**config.mk**
```make
export PLATFORM = sky130hd
export DESIGN_NAME = dcst_crc_unit
export DESIGN_NICKNAME = d
export VERILOG_FILES = /design/src/rtl/dcst_pkg.sv /design/src/rtl/dcst_lfsr_byte.sv /design/src/rtl/dcst_crc_unit.sv
export SDC_FILE = /design/constraint.sdc
export NUM_CORES = 1
export LEC_CHECK = 0
export BUFFER_PORTS_ARGS = -buffer_cell sky130_fd_sc_hd__buf_2
export CORE_UTILIZATION = 55
export CTS_CLUSTER_SIZE = 8
export DETAILED_ROUTE_END_ITERATION = 6
export PLACE_DENSITY = 0.77
export SKIP_LAST_GASP = 1
export SLEW_MARGIN = 20
export SYNTH_ARGS = -nofsm -noshare
export SYNTH_HDL_FRONTEND = slang
export SYNTH_SLANG_ARGS = --single-unit
```
**constraint.sdc**
```tcl
create_clock -name core_clk -period 12.85 [get_ports core_clk]
set_input_delay 1.285 -clock core_clk [delete_from_list [all_inputs] [get_ports core_clk]]
set_output_delay 1.285 -clock core_clk [all_outputs]
set_load 0.005 [all_outputs]
```
**src/rtl/dcst_pkg.sv**
```systemverilog
// Purpose: Shared constants for the DMA CRC seed and feedback-tap unit.
// Assumes: One 32-bit register word per aligned byte address on a plain port.
// Notes: Every offset, field position and register reset value used by the logic lives here.
//
// Functional notes
// - Value register write seeds the CRC generator.
// - Value read returns current CRC, undisturbed.
// - Value bits above polynomial length read zero; the code masks them in LFSR mode only.
// - Control bit 15: one checksum, zero LFSR.
// - Checksum mode: upper sixteen value bits zero.
// - Checksum mode: written value reads complemented.
// - Checksum mode ignores the feedback-tap register.
// - Set tap bit enables XOR at stage.
// - Clear tap bit: stage copies previous stage.
package dcst_pkg;

    // ------------------------------------------------------------------
    // Widths
    // ------------------------------------------------------------------
    // Data width of the register port and of the shift register.
    localparam int unsigned DCST_DATA_W = 32;
    // Width of the register address.
    localparam int unsigned DCST_ADDR_W = 8;
    // Width of the polynomial length field (length minus one).
    localparam int unsigned DCST_POLYNOMIAL_LENGTH_W = 5;
    // Width of one byte fed in by the DMA engine.
    localparam int unsigned DCST_BYTE_W = 8;
    // Width of the ones-complement checksum.
    localparam int unsigned DCST_CSUM_W = 16;

    // ------------------------------------------------------------------
    // Register byte addresses
    // ------------------------------------------------------------------
    localparam logic [7:0] DCST_ADDR_CONTROL = 8'h00;
    localparam logic [7:0] DCST_ADDR_RUNNING_VALUE = 8'h04;
    localparam logic [7:0] DCST_ADDR_FEEDBACK_TAP_MASK = 8'h08;

    // ------------------------------------------------------------------
    // Control register fields
    // ------------------------------------------------------------------
    // Position of the type select bit.
    localparam int unsigned DCST_TYPE_BIT = 15;
    // Lowest bit of the polynomial length field.
    localparam int unsigned DCST_POLYNOMIAL_LENGTH_LSB = 8;
    // Value of the type select bit that chooses the checksum mode.
    localparam logic DCST_TYPE_IP = 1'b1;

    // ------------------------------------------------------------------
    // Reset values
    // ------------------------------------------------------------------
    localparam logic [31:0] DCST_RUNNING_VALUE_RST = 32'h0000_0000;
    localparam logic [31:0] DCST_TAP_MASK_RST = 32'h0000_0000;
    localparam logic [4:0] DCST_POLYNOMIAL_LENGTH_RST = 5'h1F;
    localparam logic DCST_TYPE_RST = 1'b0;
    localparam logic [31:0] DCST_ZERO_WORD = 32'h0000_0000;
    localparam logic [31:0] DCST_ALL_ONES = 32'hFFFF_FFFF;
    localparam logic [4:0] DCST_TOP_INDEX = 5'h1F;

endpackage

```
**src/rtl/dcst_lfsr_byte.sv**
```systemverilog
// Purpose: Advance a programmable Galois shift register by one byte.
// Assumes: Byte enters most significant bit first; taps and mask are stable.
// Notes: Purely combinational; the caller registers the result.
`timescale 1ns/10ps

module dcst_lfsr_byte
    import dcst_pkg::*;
#(
    parameter int unsigned WIDTH = DCST_DATA_W,
    parameter int unsigned BYTE_W = DCST_BYTE_W
) (
    input wire logic [WIDTH-1:0] curState,
    input wire logic [WIDTH-1:0] tapMask,
    input wire logic [WIDTH-1:0] lenMask,
    input wire logic [$clog2(WIDTH)-1:0] topIndex,
    input wire logic [BYTE_W-1:0] dataByte,
    output logic [WIDTH-1:0] nextState
);

    // ------------------------------------------------------------------
    // Bit-serial chain
    // ------------------------------------------------------------------
    // One link per data bit; link zero is the current state.
    logic [WIDTH-1:0] chain [BYTE_W+1];
    // Feedback bit of each link.
    logic [BYTE_W-1:0] feedBit;

    assign chain[0] = curState;

    // Each link shifts one stage up and folds feedback into tapped stages.
    for (genvar k = 0; k < BYTE_W; k++) begin : g_step
        assign feedBit[k] = chain[k][topIndex] ^ dataByte[BYTE_W-1-k];
        assign chain[k+1] = ((chain[k] << 1) ^ (tapMask & {WIDTH{feedBit[k]}})) & lenMask;
    end

    assign nextState = chain[BYTE_W];

endmodule

```
**src/rtl/dcst_crc_unit.sv**
```systemverilog
// Purpose: CRC unit beside a DMA engine, with seed and feedback-tap registers.
// Assumes: Register port and byte feed are on core_clk; no clock crossing needed.
// Notes: Two modes, a programmable LFSR and a ones-complement IP header sum.
`timescale 1ns/10ps

module dcst_crc_unit
    import dcst_pkg::*;
#(
    parameter int unsigned DATA_W = DCST_DATA_W,
    parameter int unsigned ADDR_W = DCST_ADDR_W
) (
    input wire logic core_clk,
    input wire logic rst,
    input wire logic [ADDR_W-1:0] regAddr,
    input wire logic [DATA_W-1:0] regWdata,
    input wire logic regWrite,
    input wire logic regRead,
    output logic [DATA_W-1:0] regRdata,
    input wire logic feedValid,
    input wire logic [DCST_BYTE_W-1:0] feedByte,
    output logic [DATA_W-1:0] crcValue,
    output logic crcModeIp
);

    // ------------------------------------------------------------------
    // State
    // ------------------------------------------------------------------
    // All flip-flops of the block, registered together.
    typedef struct packed {
        logic typeSel;                      // Mode select, one for checksum.
        logic [DCST_POLYNOMIAL_LENGTH_W-1:0] polyLen;    // Length minus one.
        logic [DATA_W-1:0] runVal;          // Running CRC or checksum.
        logic [DATA_W-1:0] taps;            // Feedback-tap mask.
        logic [DCST_BYTE_W-1:0] ipHiByte;   // Held first byte of a word.
        logic ipHalf;                       // A first byte is held.
        logic [DATA_W-1:0] rdata;           // Read data, one cycle late.
    } dcst_state_s;

    dcst_state_s s_reg;
    dcst_state_s s_next;

    // ------------------------------------------------------------------
    // Decode
    // ------------------------------------------------------------------
    // Write and read selects for each register.
    logic wrCtrl;
    logic wrValue;
    logic wrTaps;
    logic rdCtrl;
    logic rdValue;
    logic rdTaps;

    assign wrCtrl = regWrite && (regAddr == DCST_ADDR_CONTROL);
    assign wrValue = regWrite && (regAddr == DCST_ADDR_RUNNING_VALUE);
    assign wrTaps = regWrite && (regAddr == DCST_ADDR_FEEDBACK_TAP_MASK);
    assign rdCtrl = regRead && (regAddr == DCST_ADDR_CONTROL);
    assign rdValue = regRead && (regAddr == DCST_ADDR_RUNNING_VALUE);
    assign rdTaps = regRead && (regAddr == DCST_ADDR_FEEDBACK_TAP_MASK);

    // ------------------------------------------------------------------
    // Length mask
    // ------------------------------------------------------------------
    // Mask of the active low-order stages; a length field of all ones is 32.
    logic [DATA_W-1:0] lenMask;
    // Shift distance that trims the all-ones word down to the length.
    logic [DCST_POLYNOMIAL_LENGTH_W-1:0] trimShift;
    // True when the checksum mode is selected.
    logic modeIp;

    assign modeIp = (s_reg.typeSel == DCST_TYPE_IP);
    assign trimShift = DCST_TOP_INDEX - s_reg.polyLen;
    assign lenMask = DCST_ALL_ONES >> trimShift;

    // ------------------------------------------------------------------
    // LFSR step
    // ------------------------------------------------------------------
    // Next LFSR value after one fed byte.
    logic [DATA_W-1:0] lfsrNext;

    dcst_lfsr_byte #(
        .WIDTH(DATA_W),
        .BYTE_W(DCST_BYTE_W)
    ) u_step (
        .curState(s_reg.runVal),
        .tapMask(s_reg.taps),
        .lenMask(lenMask),
        .topIndex(s_reg.polyLen),
        .dataByte(feedByte),
        .nextState(lfsrNext)
    );

    // ------------------------------------------------------------------
    // Checksum step
    // ------------------------------------------------------------------
    // Sum of the held word and the running value, with the carry folded back.
    logic [DCST_CSUM_W:0] sumWide;
    logic [DCST_CSUM_W-1:0] sumFold;

    assign sumWide = {1'b0, s_reg.runVal[DCST_CSUM_W-1:0]} + {1'b0, s_reg.ipHiByte, feedByte};
    // End-around carry; the fold cannot overflow a second time.
    assign sumFold = sumWide[DCST_CSUM_W-1:0] + {{(DCST_CSUM_W-1){1'b0}}, sumWide[DCST_CSUM_W]};

    // ------------------------------------------------------------------
    // Readable views
    // ------------------------------------------------------------------
    // What a read of the value register shows in the current cycle.
    logic [DATA_W-1:0] valueView;
    // What a read of the control register shows.
    logic [DATA_W-1:0] ctrlView;

    // Value view depends on the mode; the stored value itself is untouched.
    always_comb begin
        if (modeIp) begin
            valueView = {{(DATA_W-DCST_CSUM_W){1'b0}}, ~s_reg.runVal[DCST_CSUM_W-1:0]};
        end else begin
            valueView = s_reg.runVal & lenMask;
        end
    end

    // Control view places the mode bit and the length field, the rest zero.
    always_comb begin
        ctrlView = DCST_ZERO_WORD;
        ctrlView[DCST_TYPE_BIT] = s_reg.typeSel;
        ctrlView[DCST_POLYNOMIAL_LENGTH_LSB +: DCST_POLYNOMIAL_LENGTH_W] = s_reg.polyLen;
    end

    // ------------------------------------------------------------------
    // Next state
    // ------------------------------------------------------------------
    // A seed write wins over a byte fed in the same cycle, so software
    // always knows exactly where the computation restarts.
    always_comb begin
        s_next = s_reg;

        if (wrCtrl) begin
            s_next.typeSel = regWdata[DCST_TYPE_BIT];
            s_next.polyLen = regWdata[DCST_POLYNOMIAL_LENGTH_LSB +: DCST_POLYNOMIAL_LENGTH_W];
            // A mode change drops any half-collected checksum word.
            s_next.ipHalf = 1'b0;
        end

        // Taps are only latched here; a byte in the same cycle uses the old mask.
        if (wrTaps) begin
            s_next.taps = regWdata;
        end

        if (wrValue) begin
            if (modeIp) begin
                s_next.runVal = {{(DATA_W-DCST_CSUM_W){1'b0}}, regWdata[DCST_CSUM_W-1:0]};
            end else begin
                s_next.runVal = regWdata;
            end
            s_next.ipHalf = 1'b0;
        end else if (feedValid) begin
            if (modeIp) begin
                if (s_reg.ipHalf) begin
                    s_next.runVal = {{(DATA_W-DCST_CSUM_W){1'b0}}, sumFold};
                    s_next.ipHalf = 1'b0;
                end else begin
                    s_next.ipHiByte = feedByte;
                    s_next.ipHalf = 1'b1;
                end
            end else begin
                s_next.runVal = lfsrNext;
            end
        end

        if (rdValue) begin
            s_next.rdata = valueView;
        end else if (rdCtrl) begin
            s_next.rdata = ctrlView;
        end else if (rdTaps) begin
            s_next.rdata = s_reg.taps;
        end else begin
            // Unmapped reads and idle cycles return zero.
            s_next.rdata = DCST_ZERO_WORD;
        end
    end

    // ------------------------------------------------------------------
    // Registers
    // ------------------------------------------------------------------
    // Synchronous reset to the documented register reset values.
    always_ff @(posedge core_clk) begin
        if (rst) begin
            s_reg.typeSel <= DCST_TYPE_RST;
            s_reg.polyLen <= DCST_POLYNOMIAL_LENGTH_RST;
            s_reg.runVal <= DCST_RUNNING_VALUE_RST;
            s_reg.taps <= DCST_TAP_MASK_RST;
            s_reg.ipHiByte <= '0;
            s_reg.ipHalf <= 1'b0;
            s_reg.rdata <= DCST_ZERO_WORD;
        end else begin
            s_reg <= s_next;
        end
    end

    // ------------------------------------------------------------------
    // Outputs
    // ------------------------------------------------------------------
    assign regRdata = s_reg.rdata;
    assign crcValue = s_reg.runVal;
    assign crcModeIp = s_reg.typeSel;

    // ------------------------------------------------------------------
    // Assertions
    // ------------------------------------------------------------------
    // In LFSR mode a seed write lands in the running value on the next edge.
    property p_seed_load;
        @(posedge core_clk) disable iff (rst)
        (wrValue && !modeIp) |=> (s_reg.runVal == $past(regWdata));
    endproperty
    a_seed_load: assert property (p_seed_load)
        else $error("Seed write did not load the running value.");

    // A read returns the view of the cycle it was issued in.
    property p_read_current;
        @(posedge core_clk) disable iff (rst)
        rdValue |=> (regRdata == $past(valueView));
    endproperty
    a_read_current: assert property (p_read_current)
        else $error("Value read did not return the current result.");

    // A read alone leaves the running value where it was.
    property p_read_no_disturb;
        @(posedge core_clk) disable iff (rst)
        (rdValue && !feedValid && !regWrite) |=> $stable(s_reg.runVal);
    endproperty
    a_read_no_disturb: assert property (p_read_no_disturb)
        else $error("Value read disturbed the computation.");

    // Bits above the length read as zero in LFSR mode.
    property p_upper_zero_lfsr;
        @(posedge core_clk) disable iff (rst)
        (rdValue && !modeIp) |=> ((regRdata & ~$past(lenMask)) == DCST_ZERO_WORD);
    endproperty
    a_upper_zero_lfsr: assert property (p_upper_zero_lfsr)
        else $error("Value bits above the length were not zero.");

    // The mode bit follows bit 15 of a control write.
    property p_mode_select;
        @(posedge core_clk) disable iff (rst)
        wrCtrl |=> (crcModeIp == $past(regWdata[DCST_TYPE_BIT]));
    endproperty
    a_mode_select: assert property (p_mode_select)
        else $error("Mode select did not follow the control write.");

    // The upper half reads as zero in checksum mode.
    property p_upper_zero_ip;
        @(posedge core_clk) disable iff (rst)
        (rdValue && modeIp) |=> (regRdata[DATA_W-1:DCST_CSUM_W] == '0);
    endproperty
    a_upper_zero_ip: assert property (p_upper_zero_ip)
        else $error("Upper checksum half was not zero.");

    // A written checksum shows complemented in the read view in the next cycle.
    property p_ip_complement;
        @(posedge core_clk) disable iff (rst)
        (wrValue && modeIp) |=>
            (valueView == {{(DATA_W-DCST_CSUM_W){1'b0}}, ~$past(regWdata[DCST_CSUM_W-1:0])});
    endproperty
    a_ip_complement: assert property (p_ip_complement)
        else $error("Checksum did not read back complemented.");

    // In checksum mode a fed byte never shifts through the tap network.
    property p_ip_ignores_taps;
        @(posedge core_clk) disable iff (rst)
        (feedValid && modeIp && !wrValue && !s_reg.ipHalf) |=> $stable(s_reg.runVal);
    endproperty
    a_ip_ignores_taps: assert property (p_ip_ignores_taps)
        else $error("Checksum mode changed the value on a first byte.");

    // From zero, a lone low bit leaves exactly the tap pattern.
    property p_tap_enable;
        @(posedge core_clk) disable iff (rst)
        (feedValid && !modeIp && !wrValue && (s_reg.runVal == DCST_ZERO_WORD)
            && (feedByte == 8'h01)) |=> (s_reg.runVal == ($past(s_reg.taps) & $past(lenMask)));
    endproperty
    a_tap_enable: assert property (p_tap_enable)
        else $error("Set tap bits did not take the feedback.");

    // With no taps and zero data the register only shifts.
    property p_tap_clear_shift;
        @(posedge core_clk) disable iff (rst)
        (feedValid && !modeIp && !wrValue && (s_reg.taps == DCST_ZERO_WORD)
            && (feedByte == 8'h00)) |=>
            (s_reg.runVal == (($past(s_reg.runVal) << 8) & $past(lenMask)));
    endproperty
    a_tap_clear_shift: assert property (p_tap_clear_shift)
        else $error("Untapped stages did not copy the previous stage.");

    // After a byte in LFSR mode the value holds nothing above the active length.
    property p_length_bound;
        @(posedge core_clk) disable iff (rst)
        (feedValid && !modeIp && !regWrite) |=> ((s_reg.runVal & ~lenMask) == DCST_ZERO_WORD);
    endproperty
    a_length_bound: assert property (p_length_bound)
        else $error("Running value grew past the active length.");

    // Outside the cycle after a read the data lines rest at zero.
    property p_rdata_idle_zero;
        @(posedge core_clk) disable iff (rst)
        !regRead |=> (regRdata == DCST_ZERO_WORD);
    endproperty
    a_rdata_idle_zero: assert property (p_rdata_idle_zero)
        else $error("Read data did not return to zero after the read.");

    // A control read shows the mode bit that is in force.
    property p_ctrl_mode_view;
        @(posedge core_clk) disable iff (rst)
        rdCtrl |=> (regRdata[DCST_TYPE_BIT] == $past(crcModeIp));
    endproperty
    a_ctrl_mode_view: assert property (p_ctrl_mode_view)
        else $error("Control read did not show the mode bit.");

    // A tap write lands whole in the feedback-tap mask.
    property p_tap_load;
        @(posedge core_clk) disable iff (rst)
        wrTaps |=> (s_reg.taps == $past(regWdata));
    endproperty
    a_tap_load: assert property (p_tap_load)
        else $error("Tap write did not land in the mask.");

    // A checksum seed keeps only the low half of the written word.
    property p_ip_seed_low;
        @(posedge core_clk) disable iff (rst)
        (wrValue && modeIp) |=>
            (crcValue == {{(DATA_W-DCST_CSUM_W){1'b0}}, $past(regWdata[DCST_CSUM_W-1:0])});
    endproperty
    a_ip_seed_low: assert property (p_ip_seed_low)
        else $error("Checksum seed did not keep only the low half.");

    // A control write sets how many stages are active.
    property p_length_load;
        @(posedge core_clk) disable iff (rst)
        wrCtrl |=> (s_reg.polyLen == $past(regWdata[DCST_POLYNOMIAL_LENGTH_LSB +: DCST_POLYNOMIAL_LENGTH_W]));
    endproperty
    a_length_load: assert property (p_length_load)
        else $error("Control write did not set the active length.");

endmodule

```
==> qor.yml, run 1 <==
synthesis:
  synth_top_area_share_pct: 13.6
  synthTopCellsByCount: "nand2_1 (401), nor2_1 (261), a21oi_1 (141), clkbuf_1 (141), xnor2_1 (125)"
  ys_seq_area_share_pct: 13.6
  synthArstFlopShare_pct: 0
  synthFlopType: "dfxtp_1"
  synth-edff-count: 0
  synth.distinct_cells: 113
  ys_ff_latch: 111
  synthesis.nets: 2498
  synth_most_common_cell: "nand2_1"
  syn-instance-count: 2426
  synth_area_sq_um: 16400
  yosys_warnings: 0
  synth_area_leaders: "dfxtp_1 (14%), nand2_1 (9.2%), xnor2_1 (6.7%), nor2_1 (6.0%), mux2i_1 (4.6%)"
  synth_area_per_cell_sq_um: 6.75
  yosysTopAreaCell: "dfxtp_1"
clock_network:
  cts-root-buf: "clkbuf_16"
  hold_buffers: 0
  htree_levels: 3
  cts.sinks: 111
  cts_max_path_buffers: 2
  cts-buffers-inserted: 9
die:
  start_util_pct: 56.4
  pin_count: 118
  die_y_microns: 175
  rows: 62
  die_x_microns: 175
placed_design:
  io_buffers: 117
  routabilityCongestion: 1.39
  hpwl_mm: 66.7
  placedCellCount: 3258
run_status:
  firstError: "[ERROR GRT-0232] Routing congestion too high. Check the congestion heatmap in the GUI."
  haltStage: "global routing"
  status: "did not finish"
grt:
  grt_use_total_pct: 88.3
  globalRouteOverflowTotal: 395
  grt_max_degree: 99
## per-stage QoR
step	instance area, sq um	hold WS [ns]	setup TNS [ns]	setup slack [ns]	utilization [%]
floorplan	16500	0.459	0	0.00765	-
global placement	20700	0.470	-38.07	-1.30	71.5
detailed placement	20700	0.483	-54.54	-1.81	71.5
CTS	22100	0.502	-29.56	-1.05	76.3
## cell families after synthesis
logic type	after synthesis	synth area share, %
and+or+nand+nor	1094	31.9
muxes	99	6.51
buffers and inverters	307	9.19
xor gates and xnor gates	192	10.6
adders and majority gates	19	1.50
AOI/OAI and AO/OA	604	26.6
DFF	111	13.6
## timing repair
| item | 4_1_cts |
|---|---|
| gates cloned | 4 |
| buffers inserted | 58 |
| gates resized for setup | 118 |
| pin swaps | 46 |
| endpoints found under the setup margin | 32 |
## layer usage
metal	global-route usage, %	overflow
met3	82.3	40
met2	96.5	176
met4	88.6	133
met5	63.5	12
met1	87.4	34
==> inputs of run 2 (changes only) <==
CORE_UTILIZATION = 40   (was 55)
CTS_CLUSTER_SIZE = not set   (was 8)
PLACE_DENSITY = not set   (was 0.77)
PLACE_DENSITY_LB_ADDON = 0.15   (was not set)
clock period = 16.7 ns   (was 12.85 ns; I/O delays follow)
==> run 2 against run 1 <==
The flow now finishes without violations. Area after synthesis is the same. Synthesized cell count is the same.
==> qor.yml, run 2 <==
hold_path:
  holdPathStages: 2
  hold_start: "s_reg[38]$_SDFFE_PP0P_"
  hold_end: "s_reg[38]$_SDFFE_PP0P_"
  hold_path_class: "flip-flop to flip-flop"
setup_path:
  worst_path_most_repeated_cell: "buf_4"
  r2r_cells: 60
  timing.critical_path.buf_inv: 13
  critPathKind: "flip-flop to flip-flop"
  critPathTopFamily: "compound AO/OA/AOI/OAI gates"
  critical_path_arrival_ns: 16.76
  timing.rr.start: "ctrlView[9]$_SDFFE_PP1P_"
  reg2reg_to: "crcValue[30]$_SDFFE_PP0P_"
  r2r_slack_ns: 0.25
  worst_ep_required_time_ns: 17.01
  cp-start-kind: "flip-flop"
  slowest_delay_ns: 0.87
  critPathCaptureType: "flip-flop"
  crit_slowest_cell: "a2111oi_0"
  crit_fanout: 25
clock_network:
  hold_buffers: 0  # unchanged
  cts-root-buf: "clkbuf_16"
  cts_tree: "built"
  htree_levels: 3  # unchanged
  cts_max_path_buffers: 2  # unchanged
  clk_pin_slew_worst_paths_ns: 0.09
  clk_latency_ns: 0.40
  cts-buffers-inserted: 9  # unchanged
  cts.sinks: 111  # unchanged
placed_design:
  hpwl_mm: 76.6  # +15%
  place_area_sq_um: 18400  # -12%
  routabilityCongestion: 1.12  # -20%
  io_buffers: 117  # unchanged
sta:
  finalCritPeriodShare_pct: 98.5
  skew_ns: 0.00824
  slew_violations: 0
  holdWs_ns: 0.512
  setup_violations: 0
  max_freq_ghz: 0.0608
  hold_viol: 0
  layout_min_cycle_time_ns: 16.45
  relSlewSlack_pct: 32.4
  worst_slew_pin_slew_ns: 1.01
cells_and_area:
  syn_to_final_growth_pct: 15.5
  layout_common_cells: "nand2_1 (401), nor2_1 (259), buf_4 (259)"
  finalNetCount: 2634
  drive_gt1_share_pct: 19.9
  final_core_util_pct: 47.3
  layout_commonest_cell: "nand2_1"
  largest_reg_flops: 41
  postLayoutCellArea_sq_um: 18900
detailed_routing:
  drt_iter0_markers: 3017
  firstDrtPassIters: 7
  totalWireLength_mm: 98.6
  vias_per_cell: 6.82
  ant_nets: 0
  wl_per_cell_microns: 31.9
  via_count: 21100
  drc: 0
die:
  die_x_microns: 204  # +17%
  rows: 73  # +18%
  design.die.area_sq_um: 41700
  pin_count: 118  # unchanged
  start_util_pct: 40.9  # -16 points
  core_sq_um: 40000
  die_y_microns: 204  # +17%
grt:
  globalRouteOverflowTotal: 0
  grt_use_total_pct: 46.5
  grt_pass1_vias: 19800
  grt_first_pass_wirelength_mm: 140
  grt_max_degree: 87
  antenna_found_initial: 5
synthesis:
  yosys_warnings: 0  # unchanged
  synth_most_common_cell: "nand2_1"
  synthFlopType: "dfxtp_1"
  synth_area_per_cell_sq_um: 6.75  # unchanged
  synth_area_leaders: "dfxtp_1 (14%), nand2_1 (9.2%), xnor2_1 (6.7%), nor2_1 (6.0%), mux2i_1 (4.6%)"
  yosysTopAreaCell: "dfxtp_1"
  synth-edff-count: 0  # unchanged
  synth_area_sq_um: 16400  # unchanged
  synth.distinct_cells: 113  # unchanged
  synth_top_area_share_pct: 13.6  # unchanged
  syn-instance-count: 2426  # unchanged
  ys_ff_latch: 111  # unchanged
  synthesis.nets: 2498  # unchanged
  synthTopCellsByCount: "nand2_1 (401), nor2_1 (261), a21oi_1 (141), clkbuf_1 (141), xnor2_1 (125)"
  synthArstFlopShare_pct: 0  # unchanged
  ys_seq_area_share_pct: 13.6  # unchanged
run_status:
  status: "finished clean"
pwr:
  leakagePower_nw: 7.22
  pwr_density_cell_nw_per_um2: 36.1
  totalPowerFinal_uw: 683
  peakVddDrop_mv: 0.0550
run:
  maxCapViolCount: 0
run 2: layout make-up:
cell class | count | area [sq um]
antenna | 2 | 5.00
clock buffer | 9 | 225
clock inverter | 7 | 86.3
fill | 4146 | 21100
inverter | 45 | 173
multi-input combinational | 2008 | 12800
sequential | 111 | 2230
tap | 525 | 657
timing repair buffer | 387 | 2740
run 2: per-layer routing:
metal	routed length [microns]	vias up	part of all wire (%)	track usage (%)
li1	-	9020	-	-
met1	36200	10000	37	54.6
met2	42600	1562	43	72.4
met3	10400	465	11	11.4
met4	9300	10	9.4	36.3
met5	68	-	0.069	0
run 2: worst max-delay path by stage:
stage,endpoint,from,cells after the start,slack (ns)
after floorplan,crcValue[30]$_SDFFE_PP0P_,feedByte[7],54,2.96
after global placement,crcValue[30]$_SDFFE_PP0P_,feedByte[7],53,-0.40
after detailed placement,crcValue[24]$_SDFFE_PP0P_,feedByte[7],55,-0.45
after CTS,crcValue[24]$_SDFFE_PP0P_,ctrlView[8]$_SDFFE_PP1P_,61,0.005
after global routing,crcValue[30]$_SDFFE_PP0P_,ctrlView[9]$_SDFFE_PP1P_,59,-0.003
final,crcValue[30]$_SDFFE_PP0P_,ctrlView[9]$_SDFFE_PP1P_,60,0.25
run 2: cells by family (layout without fill, tap and decap cells):
kind of cell | after synthesis | in the layout | synth area share, %
buf+inv | 307 | 448 | 9.19
compound gates | 604 | 604 | 26.6
simple gates | 1094 | 1094 | 31.9
flops | 111 | 111 | 13.6
xor+xnor | 192 | 192 | 10.6
fa+ha+maj | 19 | 19 | 1.50
mux | 99 | 99 | 6.51
other cells | 0 | 2 | 0
run 2: power breakdown:
part / switching, mW / internal, mW / total, mW
registers: 0.00444 / 0.266 / 0.271
clock network: 0.126 / 0.108 / 0.234
logic: 0.113 / 0.0648 / 0.178
run 2: through the flow:
stage	setup TNS [ns]	std cells	worst slack (ns)
after floorplan	0	2426	2.96
after global placement	-7.77	3065	-0.396
after detailed placement	-9.54	3065	-0.448
after CTS	0	3086	0.00531
after global routing	-0.00295	3092	-0.00295
final	0	3094	0.254
run 2: worst min-delay path, delay by kind of cell, from the launching register on:
kind,cells,cell delay [ns]
simple gates,1,0.07
flops,1,0.34
mux,1,0.07
run 2: repair_timing:
item	4_1_cts	5_1_grt
hold endpoints to repair	0	0
setup endpoints to repair	30	32
pin swaps	2	4
buffers inserted	5	6
gates resized for setup	3	26
cloned	0	0
Note: power is estimated with default switching activity, not from simulation.
